**src/tpb_pkg.sv**
```systemverilog
// constants for the timer, pwm and buzzer block
// Functional notes
// RULE_01 - reading count register returns live 8-bit down-counter value
// RULE_02 - writing count register loads reload register and live counter together
// RULE_03 - counter counts only while run-enable is 1
// RULE_04 - continuous mode, reload-select 1: underflow reloads reload value
// RULE_05 - continuous mode, reload-select 0: underflow loads 0xFF
// RULE_06 - one-shot: count once down to 0x00 then stop
// RULE_07 - pwm polarity 1 gives active low, 0 active high
// RULE_08 - pwm output enable routes pwm onto shared pin, else pin is gpio
// RULE_09 - pwm inactive after start, active from count equals duty until underflow
// RULE_10 - period from reload value, duty from write-only duty register
// RULE_11 - 3-bit prescaler rate selects 1:2 up to 1:256 in doubling steps
// RULE_12 - prescaler bypass bit 1 bypasses prescaler, 0 inserts it
// RULE_13 - software changes prescaler rate only while prescaler bypassed
// RULE_14 - external edge select 1 counts falling edges, 0 rising edges
// RULE_15 - clock source 0 uses instruction clock, 1 uses external pin
// RULE_16 - reading prescaler view returns the 8-bit prescaler counter
// RULE_17 - buzzer codes 0-7 pick prescaler taps, 8-15 pick timer bits 0-7
// RULE_18 - buzzer enable 1 drives buzzer wave onto shared pin
// RULE_19 - shared pin is external clock input when external clock selected
// RULE_20 - one-cycle underflow event each time count passes 0x00
// RULE_21 - pwm holds inactive level while timer disabled
package tpb_pkg;
    localparam int ADDR_W = 5;
    // byte address is four times the register index
    localparam logic [2:0] IDX_COUNT = 3'h0;
    localparam logic [2:0] IDX_CTRL_A = 3'h1;
    localparam logic [2:0] IDX_CTRL_B = 3'h2;
    localparam logic [2:0] IDX_DUTY = 3'h3;
    localparam logic [2:0] IDX_PS_VIEW = 3'h4;
    localparam logic [2:0] IDX_BUZZ = 3'h5;
    localparam logic [2:0] IDX_LAST = 3'h5;
    // control a fields
    localparam int CA_RUN = 0;
    localparam int CA_RELOAD = 1;
    localparam int CA_ONESHOT = 2;
    localparam int CA_POL = 6;
    localparam int CA_PWM_OE = 7;
    // control b fields
    localparam int CB_RATE_LO = 0;
    localparam int CB_BYPASS_N = 3;
    localparam int CB_EDGE = 4;
    localparam int CB_CLKSRC = 5;
    // buzzer fields
    localparam int BZ_TIMER_SEL = 3;
    localparam int BZ_EN = 7;
    // reset values, count limits and bus responses
    localparam logic [7:0] CTRL_A_RST = 8'h00;
    localparam logic [7:0] CTRL_B_RST = 8'h3F;
    localparam logic [7:0] BUZZ_RST = 8'h0F;
    localparam logic [7:0] COUNT_RST = 8'h00;
    localparam logic [7:0] PS_RST = 8'h00;
    localparam logic [7:0] CNT_ZERO = 8'h00;
    localparam logic [7:0] CNT_FULL = 8'hFF;
    localparam logic [1:0] RESP_OKAY = 2'h0;
    localparam logic [1:0] RESP_SLVERR = 2'h2;
endpackage : tpb_pkg

```
**src/tpb_top.sv**
```systemverilog
// timer with reload, prescaler, pwm and buzzer behind an axi4-lite slave
//
// Our own choice: register access over AXI4-Lite.
module tpb_top (
    input wire logic clk_sys,
    input wire logic nrst,
    input wire logic [tpb_pkg::ADDR_W-1:0] s_axi_awaddr,
    input wire logic s_axi_awvalid,
    output logic s_axi_awready,
    input wire logic [31:0] s_axi_wdata,
    input wire logic [3:0] s_axi_wstrb,
    input wire logic s_axi_wvalid,
    output logic s_axi_wready,
    output logic [1:0] s_axi_bresp,
    output logic s_axi_bvalid,
    input wire logic s_axi_bready,
    input wire logic [tpb_pkg::ADDR_W-1:0] s_axi_araddr,
    input wire logic s_axi_arvalid,
    output logic s_axi_arready,
    output logic [31:0] s_axi_rdata,
    output logic [1:0] s_axi_rresp,
    output logic s_axi_rvalid,
    input wire logic s_axi_rready,
    input wire logic pin_in,
    input wire logic gpio_out,
    input wire logic gpio_oe,
    output logic pin_out,
    output logic pin_oe,
    output logic pwm_output,
    output logic buzzer_output,
    output logic underflow_pulse
);
    // register index from a byte address, legal only when in range
    function automatic logic [2:0] reg_idx(input logic [tpb_pkg::ADDR_W-1:0] a);
        reg_idx = a[tpb_pkg::ADDR_W-1:2];
    endfunction : reg_idx
    function automatic logic idx_ok(input logic [tpb_pkg::ADDR_W-1:0] a);
        idx_ok = (a[tpb_pkg::ADDR_W-1:2] <= tpb_pkg::IDX_LAST);
    endfunction : idx_ok

    logic [7:0] count_ff, reload_ff, ctrl_a_ff, ctrl_b_ff, duty_ff, ps_ff, buzz_ff;
    logic [7:0] nxt_count, nxt_ps;
    logic done_ff, pwm_act_ff, ext_prev_ff;
    logic nxt_pwm_act;
    logic aw_hold_ff, w_hold_ff;
    logic [tpb_pkg::ADDR_W-1:0] awaddr_ff;
    logic [7:0] wbyte_ff;

    // write channel: address and data taken independently, response after both
    wire aw_take = s_axi_awvalid && s_axi_awready;
    wire w_take = s_axi_wvalid && s_axi_wready;
    wire do_write = aw_hold_ff && w_hold_ff && !s_axi_bvalid;
    wire [2:0] widx = reg_idx(awaddr_ff);
    wire wr_ok = do_write && idx_ok(awaddr_ff);

    always_ff @(posedge clk_sys) begin
        if (!nrst) begin
            s_axi_awready <= 1'b0;
            s_axi_wready <= 1'b0;
            aw_hold_ff <= 1'b0;
            w_hold_ff <= 1'b0;
            awaddr_ff <= '0;
            wbyte_ff <= 8'h00;
            s_axi_bvalid <= 1'b0;
            s_axi_bresp <= tpb_pkg::RESP_OKAY;
        end else begin
            s_axi_awready <= !aw_hold_ff && !aw_take;
            s_axi_wready <= !w_hold_ff && !w_take;
            if (aw_take) begin
                aw_hold_ff <= 1'b1;
                awaddr_ff <= s_axi_awaddr;
            end
            if (w_take) begin
                w_hold_ff <= 1'b1;
                // only the low lane carries data; taken whatever the strobe, which gates the register write
                wbyte_ff <= s_axi_wdata[7:0];
            end
            if (do_write) begin
                aw_hold_ff <= 1'b0;
                w_hold_ff <= 1'b0;
                s_axi_bvalid <= 1'b1;
                s_axi_bresp <= idx_ok(awaddr_ff) ? tpb_pkg::RESP_OKAY : tpb_pkg::RESP_SLVERR;
            end else if (s_axi_bready) begin
                s_axi_bvalid <= 1'b0;
            end
        end
    end

    // lane 0 strobe is latched with data so a masked write stores nothing
    logic wstrb0_ff;
    always_ff @(posedge clk_sys) begin
        if (!nrst) begin
            wstrb0_ff <= 1'b0;
        end else if (w_take) begin
            wstrb0_ff <= s_axi_wstrb[0];
        end
    end
    wire wr_en = wr_ok && wstrb0_ff;
    // a masked count write must not restart a stopped one-shot either
    wire wr_count = wr_en && widx == tpb_pkg::IDX_COUNT;

    // control registers
    always_ff @(posedge clk_sys) begin
        if (!nrst) begin
            ctrl_a_ff <= tpb_pkg::CTRL_A_RST;
            ctrl_b_ff <= tpb_pkg::CTRL_B_RST;
            buzz_ff <= tpb_pkg::BUZZ_RST;
            duty_ff <= tpb_pkg::COUNT_RST;
            reload_ff <= tpb_pkg::COUNT_RST;
        end else if (wr_en) begin
            case (widx)
                tpb_pkg::IDX_COUNT: reload_ff <= wbyte_ff; // see RULE_02
                tpb_pkg::IDX_CTRL_A: ctrl_a_ff <= wbyte_ff;
                tpb_pkg::IDX_CTRL_B: ctrl_b_ff <= wbyte_ff; // see RULE_13
                tpb_pkg::IDX_DUTY: duty_ff <= wbyte_ff; // see RULE_10
                tpb_pkg::IDX_BUZZ: buzz_ff <= wbyte_ff;
                default: ;
            endcase
        end
    end

    wire run_en = ctrl_a_ff[tpb_pkg::CA_RUN];
    wire reload_sel = ctrl_a_ff[tpb_pkg::CA_RELOAD];
    wire one_shot = ctrl_a_ff[tpb_pkg::CA_ONESHOT];
    wire pwm_pol = ctrl_a_ff[tpb_pkg::CA_POL];
    wire pwm_oe = ctrl_a_ff[tpb_pkg::CA_PWM_OE];
    wire [2:0] ps_rate = ctrl_b_ff[tpb_pkg::CB_RATE_LO +: 3];
    wire ps_bypass_n = ctrl_b_ff[tpb_pkg::CB_BYPASS_N];
    wire edge_fall = ctrl_b_ff[tpb_pkg::CB_EDGE];
    wire clk_src_ext = ctrl_b_ff[tpb_pkg::CB_CLKSRC];
    wire buzz_en = buzz_ff[tpb_pkg::BZ_EN];
    wire [3:0] buzz_sel = buzz_ff[3:0];

    // external pin edge detect; pin already synchronous to clk_sys
    always_ff @(posedge clk_sys) begin
        if (!nrst) begin
            ext_prev_ff <= 1'b0;
        end else begin
            ext_prev_ff <= pin_in;
        end
    end
    wire ext_edge = edge_fall ? (ext_prev_ff && !pin_in) : (!ext_prev_ff && pin_in); // see RULE_14
    // instruction clock is clk_sys itself: one tick each cycle
    wire src_tick = clk_src_ext ? ext_edge : 1'b1; // see RULE_15 RULE_19

    // prescaler counts source ticks; its carry out of the rate bit is the tick
    wire [7:0] ps_inc = ps_ff + 8'h01;
    wire ps_tick = src_tick && (ps_ff[ps_rate] && !ps_inc[ps_rate]); // see RULE_11
    wire timer_tick = ps_bypass_n ? src_tick : ps_tick; // see RULE_12
    assign nxt_ps = src_tick ? ps_inc : ps_ff;
    always_ff @(posedge clk_sys) begin
        if (!nrst) begin
            ps_ff <= tpb_pkg::PS_RST;
        end else begin
            ps_ff <= nxt_ps; // see RULE_16
        end
    end

    // down-counter with reload, wrap and one-shot stop
    wire counting = run_en && !done_ff; // see RULE_03
    wire dec = counting && timer_tick;
    wire at_zero = count_ff == tpb_pkg::CNT_ZERO;
    wire uflow = dec && at_zero; // see RULE_20
    wire [7:0] refill = reload_sel ? reload_ff : tpb_pkg::CNT_FULL; // see RULE_04 RULE_05
    always_comb begin
        nxt_count = count_ff;
        if (wr_en && widx == tpb_pkg::IDX_COUNT) begin
            nxt_count = wbyte_ff; // see RULE_02
        end else if (uflow) begin
            nxt_count = one_shot ? count_ff : refill; // see RULE_06
        end else if (dec) begin
            nxt_count = count_ff - 8'h01;
        end
    end
    always_ff @(posedge clk_sys) begin
        if (!nrst) begin
            count_ff <= tpb_pkg::COUNT_RST;
            done_ff <= 1'b0;
            underflow_pulse <= 1'b0;
        end else begin
            count_ff <= nxt_count;
            underflow_pulse <= uflow; // see RULE_20
            // one-shot stop lifts on a new count write or disable
            if (wr_count || !run_en) begin
                done_ff <= 1'b0;
            end else if (uflow && one_shot) begin
                done_ff <= 1'b1; // see RULE_06
            end
        end
    end

    // pwm active from duty match until underflow, inactive while disabled
    // decided on the count about to be shown, so output and count stay in step
    always_comb begin
        nxt_pwm_act = pwm_act_ff;
        if (!run_en) begin
            nxt_pwm_act = 1'b0; // see RULE_21
        end else if (uflow && !wr_count) begin
            // a frame whose reload equals duty starts active
            nxt_pwm_act = !one_shot && refill == duty_ff; // see RULE_09
        end else if ((dec || wr_count) && nxt_count == duty_ff) begin
            nxt_pwm_act = 1'b1; // see RULE_09
        end
    end
    always_ff @(posedge clk_sys) begin
        if (!nrst) begin
            pwm_act_ff <= 1'b0;
        end else begin
            pwm_act_ff <= nxt_pwm_act;
        end
    end
    wire pwm_lvl = nxt_pwm_act ^ pwm_pol; // see RULE_07

    // buzzer source: prescaler tap or timer bit
    wire buzz_lvl = buzz_sel[tpb_pkg::BZ_TIMER_SEL] ? nxt_count[buzz_sel[2:0]]
                                                   : nxt_ps[buzz_sel[2:0]]; // see RULE_17

    // shared pin: pwm first, then buzzer, else gpio; external clock makes it an input
    wire pin_ext_in = clk_src_ext; // see RULE_19
    wire nxt_pin_oe = pin_ext_in ? 1'b0 : (pwm_oe || buzz_en || gpio_oe);
    wire nxt_pin_out = pwm_oe ? pwm_lvl : (buzz_en ? buzz_lvl : gpio_out); // see RULE_08 RULE_18
    always_ff @(posedge clk_sys) begin
        if (!nrst) begin
            pin_out <= 1'b0;
            pin_oe <= 1'b0;
            pwm_output <= 1'b0;
            buzzer_output <= 1'b0;
        end else begin
            pin_out <= nxt_pin_out;
            pin_oe <= nxt_pin_oe;
            pwm_output <= pwm_lvl;
            buzzer_output <= buzz_en && buzz_lvl; // see RULE_18
        end
    end

    // read channel: one read at a time, answered the cycle after address taken
    logic [7:0] rbyte;
    wire [2:0] ridx = reg_idx(s_axi_araddr);
    always_comb begin
        case (ridx)
            tpb_pkg::IDX_COUNT: rbyte = count_ff; // see RULE_01
            tpb_pkg::IDX_CTRL_A: rbyte = ctrl_a_ff;
            tpb_pkg::IDX_CTRL_B: rbyte = ctrl_b_ff;
            tpb_pkg::IDX_PS_VIEW: rbyte = ps_ff; // see RULE_16
            default: rbyte = 8'h00; // duty and buzzer are write-only
        endcase
    end
    wire ar_take = s_axi_arvalid && s_axi_arready;
    always_ff @(posedge clk_sys) begin
        if (!nrst) begin
            s_axi_arready <= 1'b0;
            s_axi_rvalid <= 1'b0;
            s_axi_rdata <= 32'h0000_0000;
            s_axi_rresp <= tpb_pkg::RESP_OKAY;
        end else begin
            s_axi_arready <= !s_axi_rvalid && !ar_take && !s_axi_arready;
            if (ar_take) begin
                s_axi_rvalid <= 1'b1;
                s_axi_rdata <= {24'h00_0000, idx_ok(s_axi_araddr) ? rbyte : 8'h00};
                s_axi_rresp <= idx_ok(s_axi_araddr) ? tpb_pkg::RESP_OKAY : tpb_pkg::RESP_SLVERR;
            end else if (s_axi_rready) begin
                s_axi_rvalid <= 1'b0;
            end
        end
    end

    // checks: registered results held against their cause one cycle earlier
    a_underflow_pulse: assert property (@(posedge clk_sys) disable iff (!nrst) // see RULE_20
        uflow |=> underflow_pulse) else $error("underflow pulse missing");
    a_pulse_single: assert property (@(posedge clk_sys) disable iff (!nrst) // see RULE_20
        underflow_pulse |-> $past(count_ff) == tpb_pkg::CNT_ZERO)
        else $error("pulse without underflow");
    a_wrap_full: assert property (@(posedge clk_sys) disable iff (!nrst) // see RULE_05
        uflow && !one_shot && !reload_sel && !wr_count |=> count_ff == tpb_pkg::CNT_FULL)
        else $error("no wrap to full");
    a_reload_val: assert property (@(posedge clk_sys) disable iff (!nrst) // see RULE_04
        uflow && !one_shot && reload_sel && !wr_count |=> count_ff == $past(reload_ff))
        else $error("no reload");
    a_oneshot_stop: assert property (@(posedge clk_sys) disable iff (!nrst) // see RULE_06
        uflow && one_shot && !wr_count && run_en |=> done_ff && count_ff == tpb_pkg::CNT_ZERO)
        else $error("one-shot kept counting");
    a_hold_disabled: assert property (@(posedge clk_sys) disable iff (!nrst) // see RULE_03
        !run_en && !wr_count |=> count_ff == $past(count_ff))
        else $error("counter moved while disabled");
    a_write_loads: assert property (@(posedge clk_sys) disable iff (!nrst) // see RULE_02
        wr_count |=> count_ff == reload_ff)
        else $error("count write not loaded");
    // polarity may change in a write made while the timer is stopped
    a_pwm_idle_off: assert property (@(posedge clk_sys) disable iff (!nrst) // see RULE_21
        !run_en |=> pwm_output == $past(pwm_pol)) else $error("pwm active while off");
    a_pwm_uflow_off: assert property (@(posedge clk_sys) disable iff (!nrst) // see RULE_09
        uflow && !one_shot && refill != duty_ff && !wr_count |=> pwm_output == $past(pwm_pol))
        else $error("pwm still active after underflow");
    a_pin_input: assert property (@(posedge clk_sys) disable iff (!nrst) // see RULE_19
        clk_src_ext |=> !pin_oe) else $error("pin driven in ext clock");
    a_buzz_off: assert property (@(posedge clk_sys) disable iff (!nrst) // see RULE_18
        !buzz_en |=> !buzzer_output) else $error("buzzer toggles while disabled");
    c_wrap: cover property (@(posedge clk_sys) disable iff (!nrst) uflow && !one_shot);
    c_oneshot: cover property (@(posedge clk_sys) disable iff (!nrst) uflow && one_shot);
    c_pwm_on: cover property (@(posedge clk_sys) disable iff (!nrst) $rose(pwm_act_ff));
    c_ps_tick: cover property (@(posedge clk_sys) disable iff (!nrst) ps_tick && !ps_bypass_n);
    c_ext_tick: cover property (@(posedge clk_sys) disable iff (!nrst) clk_src_ext && dec);
endmodule : tpb_top

```
**config.mk**
```make
export PLATFORM = sky130hd
export DESIGN_NAME = tpb_top
export DESIGN_NICKNAME = d
export VERILOG_FILES = /design/src/tpb_pkg.sv /design/src/tpb_top.sv
export SDC_FILE = /design/constraint.sdc
export NUM_CORES = 1
export LEC_CHECK = 0
export BUFFER_PORTS_ARGS = -buffer_cell sky130_fd_sc_hd__buf_2
export CORE_ASPECT_RATIO = 0.9
export CORE_UTILIZATION = 50
export DETAILED_ROUTE_END_ITERATION = 16
export PLACE_DENSITY = 0.77
export SLEW_MARGIN = 25
export SYNTH_ARGS = -nofsm -noshare
export SYNTH_HDL_FRONTEND = slang
export SYNTH_SLANG_ARGS = --single-unit
export TNS_END_PERCENT = 20
```
**constraint.sdc**
```tcl
create_clock -name clk_sys -period 3.6 [get_ports clk_sys]
set_clock_uncertainty 0.2 [all_clocks]
set_input_delay 0.18 -clock clk_sys [delete_from_list [all_inputs] [get_ports clk_sys]]
set_output_delay 0.18 -clock clk_sys [all_outputs]
set_load 0.1 [all_outputs]
```
==> results of run 1 <==
[Yosys cell counts, types with 4 or more instances]
cell type	number	area, sq um
inv_1	12	45.04
nor3_1	17	85.08
a211oi_1	5	37.54
nand3_1	15	75.07
buf_4	27	202.7
mux2i_1	41	410.4
o21ai_0	20	100.1
nand4_1	6	37.54
nand2b_1	9	56.30
o21ai_1	4	20.02
a21oi_1	52	260.3
nand2_1	92	345.3
o211ai_1	12	90.09
or3_1	4	25.02
nor2b_1	4	25.02
and2_1	11	68.82
nor2_1	74	277.8
xnor2_1	6	52.55
xor2_1	11	96.34
clkbuf_1	34	127.6
nor4_1	5	31.28
dfxtp_1	90	1802
buf_2	4	20.02
nor3b_1	5	37.54
[metrics by stage]
step                      hold WS (ns)   TNS, ns
final                          0.02429  -0.02658
after global routing           0.03430   -0.1520
after CTS                      0.01210         0
after detailed placement        0.2290   -0.1310
after global placement          0.2229  -0.06158
after floorplan                 0.1017         0
[placed cells by master (no fill, tap or decap), types with 3 or more instances in the layout]
| cell | count |
|---|---|
| nor2_1 | 74 |
| clkbuf_8 | 10 |
| a21oi_1 | 50 |
| xnor2_1 | 6 |
| nand3_1 | 15 |
| buf_4 | 53 |
| xor2_1 | 10 |
| buf_2 | 44 |
| mux2i_1 | 39 |
| conb_1 | 26 |
| nand3b_1 | 3 |
| nor2b_1 | 4 |
| inv_6 | 3 |
| o21ai_0 | 19 |
| dfxtp_1 | 88 |
| dlygate4sd3_1 | 22 |
| o22ai_1 | 3 |
| nor3b_1 | 5 |
| and2_1 | 10 |
| a211oi_1 | 4 |
| nand2_1 | 92 |
| o22a_1 | 3 |
| inv_1 | 12 |
| nor4_1 | 4 |
| nor3_1 | 17 |
| nand4_1 | 6 |
| nand2b_1 | 9 |
| buf_6 | 4 |
| o211ai_1 | 12 |
| o21ai_1 | 3 |
[sequential cells by signal, summed over array words and instances, names as in the netlist, 3 cells and up]
register / cells
awaddr_ff: 3
buzz_ff: 5
count_ff: 8
ctrl_a_ff: 8
ctrl_b_ff: 8
duty_ff: 8
ps_ff: 8
reload_ff: 8
s_axi_rdata: 8
wbyte_ff: 8
[power by group]
group | switching, uW | total [uW] | internal, uW
clock network | 388 | 736 | 348
registers | 20.9 | 1040 | 1020
logic | 271 | 334 | 63.7
total | 680 | 2110 | 1430
[per-layer routing]
| metal | vias up | global-route usage, % |
|---|---|---|
| met5 | - | 0 |
| met3 | 40 | 5.323 |
| met2 | 238 | 45.91 |
| met4 | 0 | 14.01 |
| li1 | 2336 | - |
| met1 | 2307 | 38.37 |
[repair_timing]
item	4_1_cts	5_1_grt
hold buffers	22	0
resized for setup	14	16
endpoints found under the hold margin	26	0
pin swaps	6	7
setup buffers	1	1
setup endpoints to repair	3	3
[logic make-up after synthesis]
kind of cell,Yosys count
mux,44
xor+xnor,17
fa+ha+maj,2
flops,90
simple gates,262
compound gates,131
other cells,1
buf+inv,83
[how the worst min path moves through the flow]
stage                    start             end  slack, ns  cells past startpoint
3_5_place_dp    s_axi_wstrb[0]       wstrb0_ff       0.23                      3
2_1_floorplan           pin_in     ext_prev_ff       0.10                      1
5_1_grt        s_axi_araddr[4]  s_axi_rresp[1]       0.03                      3
4_1_cts               gpio_out         pin_out       0.01                      4
6_report       s_axi_araddr[4]  s_axi_rresp[1]       0.02                      3
3_3_place_gp    s_axi_wdata[4]     wbyte_ff[4]       0.22                      3
[critical path, stage by stage (launching register included)]
cell and delay, ns:
dfxtp_2 0.38, ha_4 0.16, nand4_4 0.13, or3_4 0.37, a21oi_4 0.18, o41ai_4 0.09, buf_6 0.14, buf_6 0.13
a41o_1 0.21, o21ai_2 0.15, xor2_1 0.09, a2111o_1 0.40, o41ai_2 0.37, buf_4 0.18, mux2i_2 0.22, o22a_1 0.16
[cell type report]
type / count / area [sq um]
Inverter: 14 / 55.05
Sequential cell: 90 / 1807
Tap cell: 126 / 157.7
Multi-Input combinational cell: 482 / 2960
Clock buffer: 10 / 137.6
Clock inverter: 6 / 70.07
Fill cell: 836 / 3628
Timing Repair Buffer: 123 / 883.3
==> flow_metrics.tcl, run 1 <==
set metrics [dict create \
    synthAdderAreaFrac_pct 0.5010 \
    wl_per_cell_microns 16.97 \
    grt_pass1_wl_mm 23.81 \
    cts_made_buffers 9 \
    syn_area_per_cell_sq_um 7.928 \
    relSlewSlack_pct 32.22 \
    drv_slew 0 \
    synthSimpleGateAreaFrac_pct 24.95 \
    total_power_uw 2106 \
    yosys.area_share.xor_xnor_pct 2.981 \
    run_status "complete, but fails checks" \
    min_period_ns 3.627 \
    dp.final_hpwl_mm 10.09 \
    grt_max_degree 71 \
    detailedPlace.worstSlack_ns -0.1248 \
    nNetsFinal 778 \
    drv_cap 0 \
    finalWorstSetupSlack_ns -0.02658 \
    ys_types 73 \
    cts_max_path_buffers 2 \
    clock_sinks 90 \
    ys_seq_area_share_pct 36.07 \
    wl_met2_mm 6.763 \
    antenna_found_initial 0 \
    critPathLaunchType "flop" \
    rsz0062_at_grt "yes" \
    syn-cell-area_sq_mm 0.004995 \
    place_congestion 0.9015 \
    drc 0 \
    initial_core_util_pct 51.50 \
    clk_pin_slew_ns 0.10 \
    synth_compound_area_share_pct 17.48 \
    ys_seq_elements 90 \
    core.rowCount 34 \
    leakage_uw 0.002501 \
    fin_util_pct 62.59 \
    synth_warnings 0 \
    maxUsedRoutingLayer "met4" \
    powerDensity_mw_per_mm2 346.9 \
    io_pins 102 \
    peakVddDrop_mv 0.3198 \
    end_kind "flop" \
    cp_data_arrival_time_ns 3.74 \
    hold_violations 0 \
    rr_startpoint "ps_ff[0]" \
    wl_mm 14.45 \
    dieArea_sq_mm 0.01039 \
    drt-met1-wl_mm 6.135 \
    core_area_sq_mm 0.009699 \
    cts_tree "done" \
    vias 4921 \
    overflow 0 \
    fmax_mhz 275.7 \
    cp_max_fo 7 \
    worst_pin_slew_ns 1.009 \
    startpoint "ps_ff[0]" \
    placed_area_sq_mm 0.005517 \
    timing.reg2reg.worst_path_depth 15 \
    synth_top_family_by_area "simple AND/OR/NAND/NOR gates" \
    grt_pass1_vias 4770 \
    synth_edf_count 0 \
    crit_end "pin_out" \
    port_buffers 44 \
    syn2layout_area_growth_pct 21.54 \
    drt_iter0_markers 446 \
    clkLatencyLatePin_ns 0.36 \
    cts_root_buf "clkbuf_8" \
    wl_met3_mm 1.033 \
    syn_inst 630 \
    yosys-mux-area-fraction_pct 9.419 \
    track_usage_pct 29.17 \
    final_cells 851 \
    die_w_microns 107.4 \
    async_flop_share_pct 0 \
    place_inst 812 \
    ant_nets 0 \
    violations "setup timing" \
    hp-class "in2reg" \
    setup_violations 1 \
    drt_pass1_iterations 5 \
    post-route-period-util_pct 100.7 \
    htree_levels 3 \
    finalInstanceArea_sq_mm 0.006071 \
    reg2reg_slack_ns -0.03 \
    num_antenna_cells 0 \
    r2r-end "pin_out" \
    crit_type "reg2reg" \
    vias_per_cell 5.783 \
    crit_required_ns 3.71 \
    die_height_microns 96.82 \
    synthFlopType "dfxtp_1" \
    drive_gt1_share_pct 20.55 \
]
Power figures use the tool's default switching activity.
==> run 2, diff against run 1 <==
CTS_BUF_LIST = sky130_fd_sc_hd__clkbuf_4 sky130_fd_sc_hd__clkbuf_8 sky130_fd_sc_hd__clkbuf_16   (was not set)
SKIP_LAST_GASP = 1   (was not set)
==> flow_metrics.tcl, run 2 (synthesis gave the netlist of run 1 again) <==
set metrics [dict create \
    run_status "complete, but fails checks" \
    violations "setup timing" \
    drt_iter0_markers 420 \
    whs_path_depth 4 \
    syn2layout_area_growth_pct 21.59 \
    place_inst 812 \
    detailedPlace.worstSlack_ns -0.1248 \
    drv_cap 0 \
    vias_per_cell 5.788 \
    cp_data_arrival_time_ns 3.73 \
    critical-path-top-delay-family "compound AO/OA/AOI/OAI gates" \
    final_common_cell "nand2_1" \
    cts_root_buf "clkbuf_8" \
    cp_max_fo 5 \
    critPathSlowestCell "a2111o_1" \
    busiest_layer "met2" \
    num_antenna_cells 0 \
    fill_cells 839 \
    final_cells 851 \
    hp-class "in2reg" \
    crit_type "reg2reg" \
    mostFrequentLayoutCells "nand2_1 (92), dfxtp_1 (88), nor2_1 (74), buf_4 (55), a21oi_1 (50)" \
    track_usage_pct 29.11 \
    total_power_uw 2107 \
    peakVddDrop_mv 0.3212 \
    vias 4926 \
    cts_made_buffers 9 \
    worst_pin_slew_ns 1.015 \
    fmax_mhz 276.7 \
    die_w_microns 107.4 \
    clk_pin_slew_ns 0.10 \
    drt_pass1_iterations 5 \
    timing.reg2reg.worst_path_depth 15 \
    crit_top_cell "buf_4" \
    crit_buf_inv 3 \
    nNetsFinal 778 \
    relSlewSlack_pct 31.80 \
    post-route-period-util_pct 100.4 \
    critPathMaxStageDelay_ns 0.41 \
    dp.final_hpwl_mm 10.09 \
    core.rowCount 34 \
    drive_gt1_share_pct 20.97 \
    clock_sinks 90 \
    grt_use_met1_pct 38.49 \
    end_kind "flop" \
    port_buffers 44 \
    die_height_microns 96.82 \
    critPathLaunchType "flop" \
    grt_pass1_vias 4754 \
    wl_mm 14.46 \
    grt_max_degree 71 \
    crit_required_ns 3.72 \
    hold_violations 0 \
    finalWorstSetupSlack_ns -0.01382 \
    crit_chain "ha_4 -> nand4_4 -> or3_4 -> a21oi_4 -> o41ai_4 -> buf_6 -> and2_4 -> a21boi_2 -> a211oi_2 -> buf_4 -> a2111o_1 -> o41ai_2 -> buf_4 -> mux2i_2 -> o22a_1" \
    antenna_found_initial 0 \
    grt_use_met3_pct 5.323 \
    rsz0062_at_grt "yes" \
    wl_per_cell_microns 16.99 \
    drv_slew 0 \
    powerDensity_mw_per_mm2 346.9 \
    cts_max_path_buffers 2 \
    tns_ns -0.01382 \
    core_area_sq_mm 0.009699 \
    min_period_ns 3.614 \
    leakage_uw 0.002501 \
    fin_util_pct 62.62 \
    initial_core_util_pct 51.50 \
    dieArea_sq_mm 0.01039 \
    cp.depth 15 \
    met2_usage_pct 45.56 \
    setup_violations 1 \
    clkLatencyLatePin_ns 0.37 \
    cts_tree "done" \
    io_pins 102 \
    overflow 0 \
    grt_pass1_wl_mm 23.78 \
    ant_nets 0 \
    htree_levels 3 \
    drc 0 \
    place_congestion 0.9015 \
]
==> run 2: layout make-up <==
cell class | count | area (sq um) | share of cell area [%]
Clock buffer | 10 | 137.6 | 2.266
Clock inverter | 6 | 70.07 | 1.154
Inverter | 14 | 55.05 | 0.9065
Multi-Input combinational cell | 482 | 2973 | 48.95
Sequential cell | 90 | 1804 | 29.71
Tap cell | 126 | 157.7 | 2.596
Timing Repair Buffer | 123 | 875.8 | 14.42
==> run 2: per-layer routing <==
| metal | wire, microns | vias up |
|---|---|---|
| met5 | 0 | - |
| met4 | 476 | 0 |
| met3 | 1231 | 38 |
| met2 | 6717 | 258 |
| met1 | 6036 | 2290 |
| li1 | - | 2340 |
==> run 2: worst paths after layout <==
kind	startpoint	end	slack (ns)
min	gpio_out	pin_out	0.02
min reg2reg	s_axi_arready	s_axi_arready	0.25
max	ps_ff[1]	pin_out	-0.01
max reg2reg	ps_ff[1]	pin_out	-0.01
==> run 2: worst reg2reg max path, cell delays in order, from the launching register on <==
cell      delay, ns
dfxtp_2        0.37
ha_4           0.17
nand4_4        0.13
or3_4          0.37
a21oi_4        0.18
o41ai_4        0.09
buf_6          0.14
and2_4         0.17
a21boi_2       0.15
a211oi_2       0.08
buf_4          0.18
a2111o_1       0.41
o41ai_2        0.36
buf_4          0.18
mux2i_2        0.22
o22a_1         0.16
==> run 2: timing repair <==
action	in CTS	in global routing
hold endpoints to repair	26	0
buffers inserted	1	1
hold buffers	22	0
gates resized for setup	10	20
pin swaps	4	8
endpoints found under the setup margin	3	3
==> run 2: per-stage QoR <==
step                area, sq um  hold slack [ns]
global route               6073          0.03426
floorplan                  5089           0.1017
finish                     6073          0.02202
detailed placement         5517           0.2290
CTS                        5995          0.01210
global placement           5514           0.2229
==> run 2: where the power goes <==
group / internal (uW) / leakage [uW] / switching, uW
Clock: 348 / 0.000108 / 389
Combinational: 63.3 / 0.00166 / 271
Sequential: 1020 / 0.000730 / 20.8
==> run 3, diff against run 2 <==
GPL_TIMING_DRIVEN = 0   (was not set)
HOLD_SLACK_MARGIN = 0.02   (was not set)
==> flow_metrics.tcl, run 3 (synthesis gave the netlist of run 1 again) <==
set metrics [dict create \
    run_status "complete, but fails checks" \
    violations "setup timing" \
    end_kind "flop" \
    crit_type "reg2reg" \
    wl_per_cell_microns 17.18 \
    whs_path_depth 4 \
    cts_root_buf "clkbuf_8" \
    syn2layout_area_growth_pct 26.38 \
    cp.depth 14 \
    track_usage_pct 29.86 \
    place_congestion 0.9425 \
    leakage_uw 0.002592 \
    nNetsFinal 810 \
    setup_violations 1 \
    cts_made_buffers 9 \
    final_common_cell "nand2_1" \
    cts_tree "done" \
    core.rowCount 34 \
    mostFrequentLayoutCells "nand2_1 (92), dfxtp_1 (83), nor2_1 (74), a21oi_1 (50), buf_4 (48)" \
    core_area_sq_mm 0.009699 \
    dieArea_sq_mm 0.01039 \
    vias_per_cell 5.707 \
    io_pins 102 \
    pwr-share-comb_pct 16.8 \
    drv_cap 0 \
    die_height_microns 96.82 \
    drc 0 \
    clk_pin_slew_ns 0.10 \
    initial_core_util_pct 51.50 \
    relSlewSlack_pct 32.25 \
    grt_pass1_wl_mm 24.14 \
    clkLatencyLatePin_ns 0.37 \
    peakVddDrop_mv 0.3315 \
    pwr-share-seq_pct 46.8 \
    crit_buf_inv 2 \
    min_period_ns 3.715 \
    critical-path-top-delay-family "compound AO/OA/AOI/OAI gates" \
    hp-class "in2reg" \
    vias 5039 \
    grt_max_degree 18 \
    p_int_uw 1503 \
    cts_max_path_buffers 2 \
    tns_ns -0.1147 \
    cp_max_fo 5 \
    drv_slew 0 \
    drt_iter0_markers 386 \
    total_power_uw 2199 \
    fmax_mhz 269.2 \
    antenna_found_initial 0 \
    timing.reg2reg.worst_path_depth 14 \
    crit_end "pin_out" \
    p_clk_share_pct 36.3 \
    num_antenna_cells 0 \
    critPathSlowestCell "o41ai_4" \
    switching_power_uw 696.4 \
    dp.final_hpwl_mm 10.13 \
    powerDensity_mw_per_mm2 348.4 \
    worst_pin_slew_ns 1.008 \
    finalInstanceArea_sq_mm 0.006312 \
    overflow 0 \
    cp_data_arrival_time_ns 3.83 \
    die_w_microns 107.4 \
    startpoint "ps_ff[0]" \
    grt_pass1_vias 4777 \
    wl_mm 15.17 \
    placed_area_sq_mm 0.005461 \
    critPathMaxStageDelay_ns 0.47 \
    post-route-period-util_pct 103.2 \
    port_buffers 43 \
    reg2reg_slack_ns -0.11 \
    critPathLaunchType "flop" \
    crit_chain "ha_4 -> nand4_4 -> or3_4 -> a21oi_4 -> o41ai_4 -> buf_6 -> buf_6 -> nand3_4 -> xor2_4 -> mux2_4 -> o31a_1 -> o41ai_4 -> mux2i_2 -> o22a_1" \
    clock_sinks 90 \
    rsz0062_at_grt "yes" \
    r2r-end "pin_out" \
    drt_pass1_iterations 5 \
    finalWorstSetupSlack_ns -0.1147 \
    fin_util_pct 65.08 \
    hold_violations 0 \
    switching_share_pct 31.67 \
    drive_gt1_share_pct 21.40 \
    rr_startpoint "ps_ff[0]" \
    ant_nets 0 \
    crit_required_ns 3.72 \
    htree_levels 3 \
]
-- run 3: cell types whose count changed in the layout (fill, tap and decap cells not counted), moves of 3 or more --
| cell | change |
|---|---|
| clkbuf_1 | +27 |
| buf_4 | -7 |
| dfxtp_1 | -5 |
| dfxtp_4 | +5 |
| buf_1 | +3 |
| buf_6 | +3 |
-- run 3: worst min-delay path by stage --
stage                               from            end  slack [ns]
after floorplan                   pin_in    ext_prev_ff        0.10
after global placement     s_axi_arready  s_axi_arready        0.22
after detailed placement  s_axi_wstrb[0]      wstrb0_ff        0.24
after CTS                   s_axi_wvalid    wbyte_ff[4]        0.02
after global routing        s_axi_wvalid    wbyte_ff[4]        0.08
final                       s_axi_wvalid    wbyte_ff[4]        0.05
-- run 3: power groups by stage --
stage               Combinational (uW)  Clock [uW]  Sequential, uW
CTS                                365         807            1030
detailed placement                 338           0            1060
global placement                   336           0            1060
finish                             370         799            1030
global route                       387         843            1030
floorplan                          210           0            1130
-- run 3: cell type report --
type	count	area, sq um
fillers	804	3387
multi-input cells	482	3038
flip-flops and latches	90	1823
repair buffers	90	635.6
plain buffers	65	374.1
well taps	126	157.7
clock buffers	9	123.9
clock inverters	7	107.6
inverters	14	52.55
-- run 3: worst reg2reg max path, stage by stage, from the launching register on --
cell	delay (ns)
dfxtp_4	0.38
ha_4	0.15
nand4_4	0.10
or3_4	0.40
a21oi_4	0.18
o41ai_4	0.11
buf_6	0.16
buf_6	0.11
nand3_4	0.08
xor2_4	0.19
mux2_4	0.32
o31a_1	0.32
o41ai_4	0.47
mux2i_2	0.34
o22a_1	0.17
-- run 3: repair_timing --
item,CTS,global route
hold endpoints to repair,19,0
pin swaps,19,9
setup endpoints to repair,4,3
hold buffers,24,0
setup buffers,18,5
resized for setup,48,10
-- run 3: stage by stage --
step,cells,hold WS (ns),setup WS [ns]
5_1_grt,883,0.07612,-0.2572
3_5_place_dp,824,0.2359,-0.5663
3_3_place_gp,824,0.2206,-0.5123
4_1_cts,878,0.02234,-0.01287
2_1_floorplan,655,0.1017,0.02029
6_report,883,0.04867,-0.1147
-- run 3: routing by layer --
| layer | part of all wire [%] | vias to the layer above | GRT usage (%) |
|---|---|---|---|
| met4 | 2.7 | 0 | 13.38 |
| met3 | 8.7 | 42 | 6.199 |
| li1 | - | 2395 | - |
| met1 | 42 | 2322 | 38.61 |
| met2 | 47 | 280 | 47.69 |
| met5 | 0 | - | 0 |
